**src/hdl/swc_pkg.sv**
```systemverilog
// Constants, types and helpers shared by the sleep and wake controller.
// Function
// - Low strap at power up: record pins, sleep.
// - Asleep: radio hibernates, processor stopped.
// - Location 8 mask enables pin watching.
// - Mask bits map to pins per variant.
// - Watched input change wakes, sends 0xC1.
// - Locations 4 and 5 form sleep duration.
// - Timer expiry wakes, broadcasts 0xC2 packet.
// - No reply in wait time: sleep again.
// - Command 0xA4 returns device to sleep.
// - Location 6 counts half-second send slots.
// - Low reserved strap selects reserved mode.
// - Pin packet carries levels and changed bits.
// - Timed packet carries no data bytes.
package swc_pkg;

	localparam int unsigned CLK_HZ = 100_000_000;
	localparam int unsigned SLOT_MS = 500;
	localparam int unsigned SLEEP_UNIT_S = 5;
	// Counts of clock cycles derived from the times above.
	localparam int unsigned SLOT_CYCLES = SLOT_MS * (CLK_HZ / 1000);
	localparam int unsigned SLEEP_UNIT_CYCLES = SLEEP_UNIT_S * CLK_HZ;

	localparam logic [3:0] ADDR_SLEEP_HIGH = 4'h4;
	localparam logic [3:0] ADDR_SLEEP_LOW = 4'h5;
	localparam logic [3:0] ADDR_WAIT_SLOTS = 4'h6;
	localparam logic [3:0] ADDR_PIN_MASK = 4'h8;

	localparam logic [7:0] RST_SLEEP_HIGH = 8'h00;
	localparam logic [7:0] RST_SLEEP_LOW = 8'h01;
	localparam logic [7:0] RST_WAIT_SLOTS = 8'h01;
	localparam logic [7:0] RST_PIN_MASK = 8'h00;

	localparam logic [7:0] CMD_PIN_CHECKIN = 8'hc1;
	localparam logic [7:0] CMD_TIMED_CHECKIN = 8'hc2;
	localparam logic [7:0] CMD_GO_SLEEP = 8'ha4;
	localparam logic [15:0] BCAST_DEST = 16'h0000;
	localparam logic [1:0] LEN_PIN = 2'h2;
	localparam logic [1:0] LEN_TIMED = 2'h0;

	// Watch mask bit positions whose pin differs between variants.
	localparam int unsigned BIT_ALT_HI = 5;
	localparam int unsigned BIT_ALT_LO = 4;

	typedef enum logic [2:0] {
		ST_BOOT,
		ST_SLEEP,
		ST_RUN,
		ST_SEND,
		ST_WAIT,
		ST_RESERVED
	} swc_state_t;

	// A zero count is raised to one, the same single unit that the expiry test already gives a zero.
	function automatic logic [15:0] at_least_one(input logic [15:0] v);
		at_least_one = (v == 16'h0000) ? 16'h0001 : v;
	endfunction : at_least_one

endpackage : swc_pkg

```
**src/hdl/swc_nv_mem.sv**
```systemverilog
// Configuration byte store with a registered read port and taps for the block.
`timescale 1ns/100ps
module swc_nv_mem #(
	parameter int unsigned DEPTH = 16
) (
	input wire logic clk,
	input wire logic reset,
	input wire logic wr_en,
	input wire logic rd_en,
	input wire logic [3:0] addr,
	input wire logic [7:0] wdata,
	output logic [7:0] rdata_r,
	output logic [7:0] sleep_high,
	output logic [7:0] sleep_low,
	output logic [7:0] wait_slots,
	output logic [7:0] pin_mask
);
	logic [7:0] mem_r [DEPTH];
	logic [7:0] mem_nxt [DEPTH];
	logic [7:0] rdata_nxt;

	// The reset image stands in for the stored power-up contents.
	function automatic logic [7:0] image(input int unsigned i);
		if (i == int'(swc_pkg::ADDR_SLEEP_HIGH)) begin
			image = swc_pkg::RST_SLEEP_HIGH;
		end else if (i == int'(swc_pkg::ADDR_SLEEP_LOW)) begin
			image = swc_pkg::RST_SLEEP_LOW;
		end else if (i == int'(swc_pkg::ADDR_WAIT_SLOTS)) begin
			image = swc_pkg::RST_WAIT_SLOTS;
		end else if (i == int'(swc_pkg::ADDR_PIN_MASK)) begin
			image = swc_pkg::RST_PIN_MASK;
		end else begin
			image = 8'h00;
		end
	endfunction : image

	always_comb begin
		mem_nxt = mem_r;
		rdata_nxt = rdata_r;
		if (wr_en && int'(addr) < DEPTH) begin
			mem_nxt[addr] = wdata;
		end
		if (rd_en) begin
			rdata_nxt = (int'(addr) < DEPTH) ? mem_r[addr] : 8'h00;
		end
	end

	always_ff @(posedge clk) begin
		for (int i = 0; i < DEPTH; i++) begin
			mem_r[i] <= reset ? image(i) : mem_nxt[i];
		end
		rdata_r <= reset ? 8'h00 : rdata_nxt;
	end

	assign sleep_high = mem_r[swc_pkg::ADDR_SLEEP_HIGH];
	assign sleep_low = mem_r[swc_pkg::ADDR_SLEEP_LOW];
	assign wait_slots = mem_r[swc_pkg::ADDR_WAIT_SLOTS];
	assign pin_mask = mem_r[swc_pkg::ADDR_PIN_MASK];
endmodule : swc_nv_mem

```
**src/hdl/swc_pin_watch.sv**
```systemverilog
// Recorded pin levels and masked change detection for the watched pins.
`timescale 1ns/100ps
module swc_pin_watch (
	input wire logic clk,
	input wire logic reset,
	input wire logic [7:0] pins,
	input wire logic [7:0] enable,
	input wire logic capture,
	input wire logic update,
	output logic [7:0] changed
);
	logic [7:0] recorded_r;
	logic [7:0] recorded_nxt;

	always_comb begin
		recorded_nxt = recorded_r;
		if (capture || update) begin
			recorded_nxt = pins;
		end
	end

	always_ff @(posedge clk) begin
		recorded_r <= reset ? 8'h00 : recorded_nxt;
	end

	assign changed = (pins ^ recorded_r) & enable;
endmodule : swc_pin_watch

```
**src/hdl/swc_top.sv**
```systemverilog
// Sleep and wake controller: strap sampling, timed and pin wake, check-in and wait slots.
`timescale 1ns/100ps
module swc_top #(
	parameter bit LATE_VARIANT = 1'b1,
	parameter int unsigned SLOT_CYCLES = swc_pkg::SLOT_CYCLES,
	parameter int unsigned SLEEP_UNIT_CYCLES = swc_pkg::SLEEP_UNIT_CYCLES
) (
	input wire logic clk,
	input wire logic reset,
	input wire logic low_power_strap_pin,
	input wire logic reserved_mode_strap_pin,
	input wire logic watch_pin_seven,
	input wire logic [6:0] port_b_pins,
	input wire logic [2:1] port_a_pins,
	input wire logic [7:0] pin_is_input,
	input wire logic cfg_wr,
	input wire logic cfg_rd,
	input wire logic [3:0] cfg_addr,
	input wire logic [7:0] cfg_wdata,
	output logic [7:0] cfg_rdata,
	input wire logic rx_valid,
	input wire logic [7:0] rx_cmd,
	input wire logic tx_ready,
	output logic tx_valid,
	output logic [7:0] tx_cmd,
	output logic [15:0] tx_dest,
	output logic [1:0] tx_len,
	output logic [7:0] tx_data0,
	output logic [7:0] tx_data1,
	output logic radio_hibernate,
	output logic cpu_stop,
	output logic reserved_mode
);
	swc_pkg::swc_state_t state_r, state_nxt;
	logic [31:0] prescale_r, prescale_nxt;
	logic [15:0] units_r, units_nxt;
	logic [7:0] slots_r, slots_nxt;
	logic tx_valid_r, tx_valid_nxt;
	logic [7:0] tx_cmd_r, tx_cmd_nxt;
	logic [15:0] tx_dest_r, tx_dest_nxt;
	logic [1:0] tx_len_r, tx_len_nxt;
	logic [7:0] tx_data0_r, tx_data0_nxt;
	logic [7:0] tx_data1_r, tx_data1_nxt;
	logic hibernate_r, stop_r, reserved_r, reserved_nxt;
	logic capture, update;
	logic [7:0] sleep_high, sleep_low, wait_slots, pin_mask;
	logic [7:0] watch_pins, changed;
	logic change_any, unit_tick, slot_tick, go_sleep_cmd;
	logic [15:0] sleep_units;
	logic [15:0] wait_units;

	swc_nv_mem #(
		.DEPTH(16)
	) u_nv (
		.clk(clk),
		.reset(reset),
		.wr_en(cfg_wr),
		.rd_en(cfg_rd),
		.addr(cfg_addr),
		.wdata(cfg_wdata),
		.rdata_r(cfg_rdata),
		.sleep_high(sleep_high),
		.sleep_low(sleep_low),
		.wait_slots(wait_slots),
		.pin_mask(pin_mask)
	);

	// Mask bit order: A6, B6, then A2 and A1 on the later variant or B5 and B4 on the earlier one, then B3 to B0.
	always_comb begin
		watch_pins = {watch_pin_seven, port_b_pins[6], port_a_pins[2], port_a_pins[1], port_b_pins[3:0]};
		if (!LATE_VARIANT) begin
			watch_pins[swc_pkg::BIT_ALT_HI] = port_b_pins[5];
			watch_pins[swc_pkg::BIT_ALT_LO] = port_b_pins[4];
		end
	end

	// Pins driven as outputs never wake the block, whatever the mask says.
	swc_pin_watch u_watch (
		.clk(clk),
		.reset(reset),
		.pins(watch_pins),
		.enable(pin_mask & pin_is_input),
		.capture(capture),
		.update(update),
		.changed(changed)
	);

	assign change_any = |changed;
	assign sleep_units = swc_pkg::at_least_one({sleep_high, sleep_low});
	// A function result cannot be part-selected, so the widened slot count is kept as a net.
	assign wait_units = swc_pkg::at_least_one({8'h00, wait_slots});
	// One counter serves both the sleep unit and the wait slot, since the block never needs both at once.
	assign unit_tick = prescale_r == 32'(SLEEP_UNIT_CYCLES - 1);
	assign slot_tick = prescale_r == 32'(SLOT_CYCLES - 1);
	assign go_sleep_cmd = rx_valid && rx_cmd == swc_pkg::CMD_GO_SLEEP;

	always_comb begin
		state_nxt = state_r;
		prescale_nxt = 32'h00000000;
		units_nxt = units_r;
		slots_nxt = slots_r;
		tx_valid_nxt = tx_valid_r;
		tx_cmd_nxt = tx_cmd_r;
		tx_dest_nxt = tx_dest_r;
		tx_len_nxt = tx_len_r;
		tx_data0_nxt = tx_data0_r;
		tx_data1_nxt = tx_data1_r;
		reserved_nxt = reserved_r;
		capture = 1'b0;
		update = 1'b0;
		case (state_r)
			swc_pkg::ST_BOOT: begin
				capture = 1'b1;
				// The reserved strap is tested first, so its low level wins over the low-power strap.
				if (!reserved_mode_strap_pin) begin
					reserved_nxt = 1'b1;
					state_nxt = swc_pkg::ST_RESERVED;
				end else if (!low_power_strap_pin) begin
					state_nxt = swc_pkg::ST_SLEEP;
					units_nxt = sleep_units;
				end else begin
					state_nxt = swc_pkg::ST_RUN;
				end
			end
			swc_pkg::ST_SLEEP, swc_pkg::ST_RUN: begin
				// Commands are not heard while asleep, since the radio is hibernating.
				if (state_r == swc_pkg::ST_RUN && go_sleep_cmd) begin
					state_nxt = swc_pkg::ST_SLEEP;
					units_nxt = sleep_units;
				end else if (change_any) begin
					// The report snapshots levels and changed bits on the same edge that moves the record on.
					state_nxt = swc_pkg::ST_SEND;
					update = 1'b1;
					slots_nxt = wait_units[7:0];
					tx_valid_nxt = 1'b1;
					tx_cmd_nxt = swc_pkg::CMD_PIN_CHECKIN;
					tx_dest_nxt = swc_pkg::BCAST_DEST;
					tx_len_nxt = swc_pkg::LEN_PIN;
					tx_data0_nxt = watch_pins & pin_mask;
					tx_data1_nxt = changed;
				end else if (state_r == swc_pkg::ST_SLEEP) begin
					prescale_nxt = unit_tick ? 32'h00000000 : prescale_r + 32'h00000001;
					if (unit_tick && units_r <= 16'h0001) begin
						state_nxt = swc_pkg::ST_SEND;
						slots_nxt = wait_units[7:0];
						tx_valid_nxt = 1'b1;
						tx_cmd_nxt = swc_pkg::CMD_TIMED_CHECKIN;
						tx_dest_nxt = swc_pkg::BCAST_DEST;
						tx_len_nxt = swc_pkg::LEN_TIMED;
						tx_data0_nxt = 8'h00;
						tx_data1_nxt = 8'h00;
					end else if (unit_tick) begin
						units_nxt = units_r - 16'h0001;
					end
				end
			end
			swc_pkg::ST_SEND: begin
				if (tx_ready) begin
					tx_valid_nxt = 1'b0;
					state_nxt = swc_pkg::ST_WAIT;
				end
			end
			swc_pkg::ST_WAIT: begin
				prescale_nxt = prescale_r + 32'h00000001;
				// The slot count must not leak into the sleep count, or the first sleep unit would be cut short.
				if (go_sleep_cmd) begin
					state_nxt = swc_pkg::ST_SLEEP;
					units_nxt = sleep_units;
					prescale_nxt = 32'h00000000;
				end else if (rx_valid) begin
					// Any other reply opens a session that lasts until the go-to-sleep command or an unanswered pin check-in.
					state_nxt = swc_pkg::ST_RUN;
				end else if (slot_tick && slots_r <= 8'h01) begin
					state_nxt = swc_pkg::ST_SLEEP;
					units_nxt = sleep_units;
					prescale_nxt = 32'h00000000;
				end else if (slot_tick) begin
					slots_nxt = slots_r - 8'h01;
					tx_valid_nxt = 1'b1;
					state_nxt = swc_pkg::ST_SEND;
				end
			end
			swc_pkg::ST_RESERVED: begin
				// Only a reset leaves this mode; the block does nothing else while parked here.
				state_nxt = swc_pkg::ST_RESERVED;
			end
			default: begin
				state_nxt = swc_pkg::ST_BOOT;
			end
		endcase
	end

	always_ff @(posedge clk) begin
		if (reset) begin
			state_r <= swc_pkg::ST_BOOT;
			prescale_r <= 32'h00000000;
			units_r <= 16'h0000;
			slots_r <= 8'h00;
			tx_valid_r <= 1'b0;
			tx_cmd_r <= 8'h00;
			tx_dest_r <= swc_pkg::BCAST_DEST;
			tx_len_r <= 2'h0;
			tx_data0_r <= 8'h00;
			tx_data1_r <= 8'h00;
			hibernate_r <= 1'b0;
			stop_r <= 1'b0;
			reserved_r <= 1'b0;
		end else begin
			state_r <= state_nxt;
			prescale_r <= prescale_nxt;
			units_r <= units_nxt;
			slots_r <= slots_nxt;
			tx_valid_r <= tx_valid_nxt;
			tx_cmd_r <= tx_cmd_nxt;
			tx_dest_r <= tx_dest_nxt;
			tx_len_r <= tx_len_nxt;
			tx_data0_r <= tx_data0_nxt;
			tx_data1_r <= tx_data1_nxt;
			// Both follow the next state so that they rise on the very edge that enters sleep.
			hibernate_r <= state_nxt == swc_pkg::ST_SLEEP;
			stop_r <= state_nxt == swc_pkg::ST_SLEEP;
			reserved_r <= reserved_nxt;
		end
	end

	assign tx_valid = tx_valid_r;
	assign tx_cmd = tx_cmd_r;
	assign tx_dest = tx_dest_r;
	assign tx_len = tx_len_r;
	assign tx_data0 = tx_data0_r;
	assign tx_data1 = tx_data1_r;
	assign radio_hibernate = hibernate_r;
	assign cpu_stop = stop_r;
	assign reserved_mode = reserved_r;
endmodule : swc_top

```
**config.mk**
```make
export PLATFORM = sky130hd
export DESIGN_NAME = swc_top
export DESIGN_NICKNAME = d
export VERILOG_FILES = /design/src/hdl/swc_pkg.sv /design/src/hdl/swc_nv_mem.sv /design/src/hdl/swc_pin_watch.sv /design/src/hdl/swc_top.sv
export SDC_FILE = /design/constraint.sdc
export NUM_CORES = 1
export LEC_CHECK = 0
export ABC_AREA = 1
export ABC_CLOCK_PERIOD_IN_PS = 2500
export BUFFER_PORTS_ARGS = -buffer_cell sky130_fd_sc_hd__buf_2
export CAP_MARGIN = 20
export CORE_UTILIZATION = 60
export DETAILED_ROUTE_END_ITERATION = 16
export PLACE_DENSITY = 0.79
export SLEW_MARGIN = 20
export SYNTH_ARGS = -nofsm -noshare
export SYNTH_HDL_FRONTEND = slang
export SYNTH_HIERARCHICAL = 1
export SYNTH_SLANG_ARGS = --single-unit
```
**constraint.sdc**
```tcl
create_clock -name clk -period 2.5 [get_ports clk]
set_clock_uncertainty 0.1 [all_clocks]
set_input_delay 0.25 -clock clk [delete_from_list [all_inputs] [get_ports clk]]
set_output_delay 0.25 -clock clk [all_outputs]
set_load 0.01 [all_outputs]
```
* After elaboration in Yosys (flattened, before gate mapping)
Cells that the tools add are included.
Word-level totals: flip-flop bits (word level) 248, input port bits 46, output and inout bits 54, logic and storage cells 165
Operators by class: $add $sub $neg 3, magnitude comparators 4, equality and inequality tests 25, multiplexer cells 75, bitwise logic cells 7, reductions and logical operators 21
Operators by type and width (number):
- two-way mux 16 bit | 14
- two-way mux 32 bit | 7
- two-way mux 8 bit | 19
- bitwise mux 128 bit | 1
- case mux 32 bit (2 select lines) | 1
- case mux 16 bit (3 select lines) | 1
- adder 32 x 1 -> 32 bit, second input constant | 1
- binary-select mux 8 bit (select 4 bit) | 1
- demux 8 bit (select 4 bit) | 1
- equality test 32 x 26 -> 1 bit, second input constant | 1
- equality test 32 x 29 -> 1 bit, second input constant | 1
- two-way mux 3 bit | 10
- AND 8 bit | 3
- inequality test 3 bit, second input constant | 8
- AND reduction 9 bit | 2
- <= comparator 16 x 1 -> 1 bit, second input constant | 1
- zero test 16 bit | 1
- inequality test 2 bit, second input constant | 8
- case mux 8 bit (2 select lines) | 1
- subtractor 16 x 1 -> 16 bit, second input constant | 1
- case mux 3 bit (5 select lines) | 1
- two-way mux 1 bit | 13
- equality test 8 bit, second input constant | 1
- <= comparator 8 x 1 -> 1 bit, second input constant | 1
- other kinds (22) | 36

* Longest topological paths before layout
depth in word-level cells 8, depth in mapped cells 15, depth with buffers taken out 14

* Modules after synthesis
The synthesis kept the hierarchy.
Modules (own cells, without submodules):
- swc_nv_mem | times used 1, cells an instance 971, area an instance 6313.6 sq um, seq. area each 2722.6 sq um
- swc_top | times used 1, cells an instance 865, area an instance 5255.0 sq um, seq. area each 1621.6 sq um
- swc_pin_watch | times used 1, cells an instance 83, area an instance 456.7 sq um, seq. area each 160.2 sq um

* Least setup slack after synthesis
No wires, ideal clock.
path kind register to register, start point register state_r[1], end point register u_watch.recorded_r[2], library setup time 113 ps, data arrival time 1635 ps, data required time 2287 ps, setup slack 652 ps, stages on the path, launching flop included 11, path buffers 1, period minus slack after synthesis 1848 ps, cell sequence dfxtp_1 > inv_2 > nor3_4 > nand3_2 > nand3_2 > clkinv_1 > nor2_4 > buf_6 > nand2_1 > nand2_1 > nor2_1
Between the ends: longest elaborated chain between the ends 5, elaborated cells on any way between the ends 9, those cells by class 2 x eq/ne; 3 x mux; 4 x reduce/logical
Ends and longest elaborated chain:
- start, declared | line swc_top.sv:34 | swc_pkg::swc_state_t state_r, state_nxt;
- start signal, assigned | line swc_top.sv:195 | state_r <= swc_pkg::ST_BOOT;
- start signal, assigned | line swc_top.sv:209 | state_r <= state_nxt;
- equality test 3 x 2 -> 1 bit | line swc_top.sv:111, swc_top.sv:127
- logical AND 1 bit | line swc_top.sv:127 | if (state_r == swc_pkg::ST_RUN && go_sleep_cmd) begin
- two-way mux 1 bit | line swc_top.sv:127
- two-way mux 1 bit * | line swc_top.sv:111 | case (state_r)
- via update | line swc_top.sv:45 | logic capture, update;
- logical OR 1 bit * | line swc_pin_watch.sv:17 | if (capture || update) begin
- end signal, assigned | line swc_pin_watch.sv:23 | recorded_r <= reset ? 8'h00 : recorded_nxt;
- end, declared | line swc_pin_watch.sv:12 | logic [7:0] recorded_r;
The timed path passes the listed nets; every way through them passes the cells marked *. A chain may end at the register's enable or synchronous reset.

* Final worst setup path
start point register state_r[1], end point register units_r[12]
Between the ends: longest elaborated chain between the ends 4, elaborated cells on any way between the ends 18, those cells by class 11 x eq/ne; 2 x mux; 5 x reduce/logical
Ends and longest elaborated chain:
- equality test 3 x 2 -> 1 bit / equality test 3 x 1 -> 1 bit (equally long branches) | line swc_top.sv:111, swc_top.sv:127, swc_top.sv:141
- OR reduction 2 bit / logical AND 1 bit (equally long branches) | line swc_top.sv:111, swc_top.sv:127
- inequality test 3 bit (no line), or another cell as far along
- AND reduction 9 bit (no line) / case mux 16 bit (3 select lines) (equally long branches)
- end signal, assigned | line swc_top.sv:211 | units_r <= units_nxt;
- end, declared | line swc_top.sv:36 | logic [15:0] units_r, units_nxt;
Several ways; a longest one is shown, not always the timed one.

==> flow_summary.toml <==
[outcome]
status = "finished clean"

[power_and_ir_drop]
p_per_area_nw_per_um2 = 830.7
peakVddDrop_mv = 0.8714
cellLeakagePower_nw = 6.058

[clocking]
postCtsSetupBuffers = 0
h-tree-depth = 1
clock-sinks = 225
cts_tree = "done"
root_buffer = "clkbuf_16"
cts_buffers = 25
clockBufferDepth = 3
clk_pin_slew_ps = 60
insertion_delay_ps = 520

[drt]
wirelength_um = 30990
drc = 0
ant_nets = 0
vias = 11850
drt_pass1_iterations = 6
wire_per_inst_um = 13.87
drt_iter0_markers = 996
via_per_inst = 5.304

[final_layout]
utilization_pct = 68.04
n_antenna_cell = 0
num-nets-final = 2001
layout-drive-gt1-share_pct = 9.954
areaGrowthSynthToFinish_pct = 10.49
finish.instance_area_um2 = 13290

[timing]
min_period_ps = 2314
rsz0062_at_grt = "false"
setup-violations-final = 0
report.final.slew_viol_count = 0
setup_tns_ps = 0
max_slew.worst_pin.slew_ps = 879.8
min_period_over_period_pct = 92.57
fmax_mhz = 432.1
hold_viol = 0
slew_headroom_pct = 40.89

[placed_design]
io_buffer_count = 76
routabilityCongestion = 0.8998
postPlaceCellArea_um2 = 12260
dp_hpwl_um = 20940

[floorplanning]
rows = 51
io_pins = 100
die_height_um = 143.6
dieArea_um2 = 20610
core_um2 = 19530
die_width_um = 143.6
initial_core_util_pct = 61.59

[synthesis]
synthesis.area_um2 = 12030
syn_inst = 1919
yosysSeqAreaShare_pct = 37.46
ys_types = 35
synth_area_leaders = "dfxtp_1 (37%), nand2_1 (16%), nor2_1 (15%), o21ai_0 (6.4%), nand3_1 (5.0%)"
synth_area_leader_cell = "dfxtp_1"
synth_top_area_share_pct = 37.46
synth_warnings = 6
syn_avg_cell_area_um2 = 6.266
ys_seq_elements = 225

[setup_path]
cp_common_cell = "nand2_1"
worstPathRequired_ps = 2810
cp_top_family = "simple AND/OR/NAND/NOR gates"
endpoint_kind = "register"
crit_fanout = 12
crit_start = "state_r[1]$_SDFF_PP0_"
arrival_ps = 2620
cpMaxStageDelayCell = "nor3_1"
crit_type = "reg -> reg"
cpPeakStageDelay_ps = 740
path_cells = "nor3_1, o21ai_0, nand2_1, nor2_1, nand2_1, nor2_1, nand3_1, buf_4, nand2_1, nand2_1, nor2_1"
r2r_start = "state_r[1]$_SDFF_PP0_"
crit_path_start_kind = "register"
path_buf_inv = 1

[global_routing]
grt_pass1_wl_um = 49880
grt_overflow_total = 0
track_usage_pct = 30.13
antenna_found_initial = 0
grt_pass1_vias = 10400
grt_max_degree = 87

[worst_hold_path]
hp-start = "tx_ready"
hp-class = "in -> reg"

[flow_run]
drv_cap = 0
==> synth_stat cells, drive strengths merged <==
| cell | count |
|---|---|
| clkinv | 3 |
| conb | 1 |
| a31oi | 3 |
| nor4 | 5 |
| nand4 | 21 |
| o22ai | 1 |
| a21oi | 38 |
| nand2 | 532 |
| o31ai | 1 |
| nor2 | 483 |
| clkbuf | 33 |
| buf | 90 |
| nor3 | 19 |
| o21ai | 155 |
| dfxtp | 225 |
| inv | 145 |
| ha | 5 |
| xnor2 | 5 |
| xor2 | 30 |
| nand3 | 123 |
| o211ai | 1 |
==> per-layer routing <==
layer  up-vias  wire length, um  share of wire [%]  track usage (%)
met4         0              707                2.3            9.574
met2       431            14310                 46            50.64
li1       5992                -                  -                -
met3        56             2170                7.0            3.999
met5         -                0                  0                0
met1      5370            13800                 45            39.94
==> cell usage in the layout, fill, tap and decap left out, drive strengths merged <==
cell type / instances
clkinvlp: 1
o21ai: 155
dfxtp: 225
conb: 21
nor4: 5
xor2: 30
clkbuf: 33
o22ai: 1
nand4: 21
o211ai: 1
a21oi: 38
buf: 98
o31ai: 1
a31oi: 3
bufinv: 6
inv: 147
ha: 5
clkinv: 7
nand2: 532
nor3: 19
nand3: 123
xnor2: 5
dlygate4sd3: 9
nor2: 483
==> where the power goes <==
group	total [mW]	leakage [nW]	switching [mW]	internal, mW
registers	4.06	1.83	0.207	3.85
logic	2.87	3.77	1.93	0.945
clock network	4.10	0.457	1.50	2.61
total	11.0	6.06	3.63	7.41
==> final cells by class <==
cell class	instances	area, um^2
repair buffers	107	660.6
flip-flops and latches	225	4504
multi-input cells	1443	6304
clock buffers	33	705.7
clock inverters	13	225.2
well taps	265	331.6
inverters	148	555.5
fillers	1841	6240
==> what timing repair did <==
action,CTS,global route
endpoints found under the hold margin,17,0
hold buffers,9,0
endpoints found under the setup margin,0,1
gates resized for setup,0,1
==> metrics by stage <==
stage / hold WS (ps) / power, mW / setup slack, ps / std cells
final: 25.02 / 11.04 / 185.7 / 2234
after global routing: 35.21 / 11.69 / 43.38 / 2234
after global placement: 330.7 / 6.844 / 204.0 / 2179
after floorplan: 219.1 / 6.442 / 652.0 / 1939
after detailed placement: 338.9 / 6.938 / 163.1 / 2179
after CTS: 8.963 / 11.06 / 166.2 / 2234
==> flip-flops by register name, summed over array words and instances, names as in the netlist, 3 cells and up <==
signal,cells
u_nv/rdata_r,8
tx_data0,8
u_nv/pin_mask,8
prescale_r,32
units_r,16
tx_cmd,3
u_watch/recorded_r,8
u_nv/sleep_high,8
slots_r,8
u_nv/mem_r,96
u_nv/wait_slots,8
state_r,3
tx_data1,8
u_nv/sleep_low,8
==> worst reg2reg max path, stage by stage (launching register included) <==
cell and delay, ps:
dfxtp_1 380, nor3_1 740, o21ai_0 200, nand2_1 110
nor2_1 60, nand2_1 50, nor2_1 40, nand3_1 90
buf_4 200, nand2_1 80, nand2_1 80, nor2_1 60
==> final timing paths <==
path | end | slack (ps) | depth (start not counted)
setup / recovery | units_r[12]$_SDFFE_PP0P_ | 190 | 11
hold / removal | tx_valid$_SDFFE_PP0P_ | 30 | 6
setup reg to reg | units_r[12]$_SDFFE_PP0P_ | 190 | 11
hold reg to reg | tx_valid$_SDFFE_PP0P_ | 340 | 2
==> cell families (layout without fill, tap and decap cells) <==
| kind of cell | after synthesis | count (layout) | synth area share [%] |
|---|---|---|---|
| and+or+nand+nor | 1183 | 1183 | 40.29 |
| buffers and inverters | 271 | 301 | 10.79 |
| DFF | 225 | 225 | 37.46 |
| AOI/OAI and AO/OA | 199 | 199 | 8.365 |
| xor gates and xnor gates | 35 | 35 | 2.549 |
| adders and majority gates | 5 | 5 | 0.5202 |
| other | 1 | 21 | 0.03118 |
(Power assumes the default switching activity.)
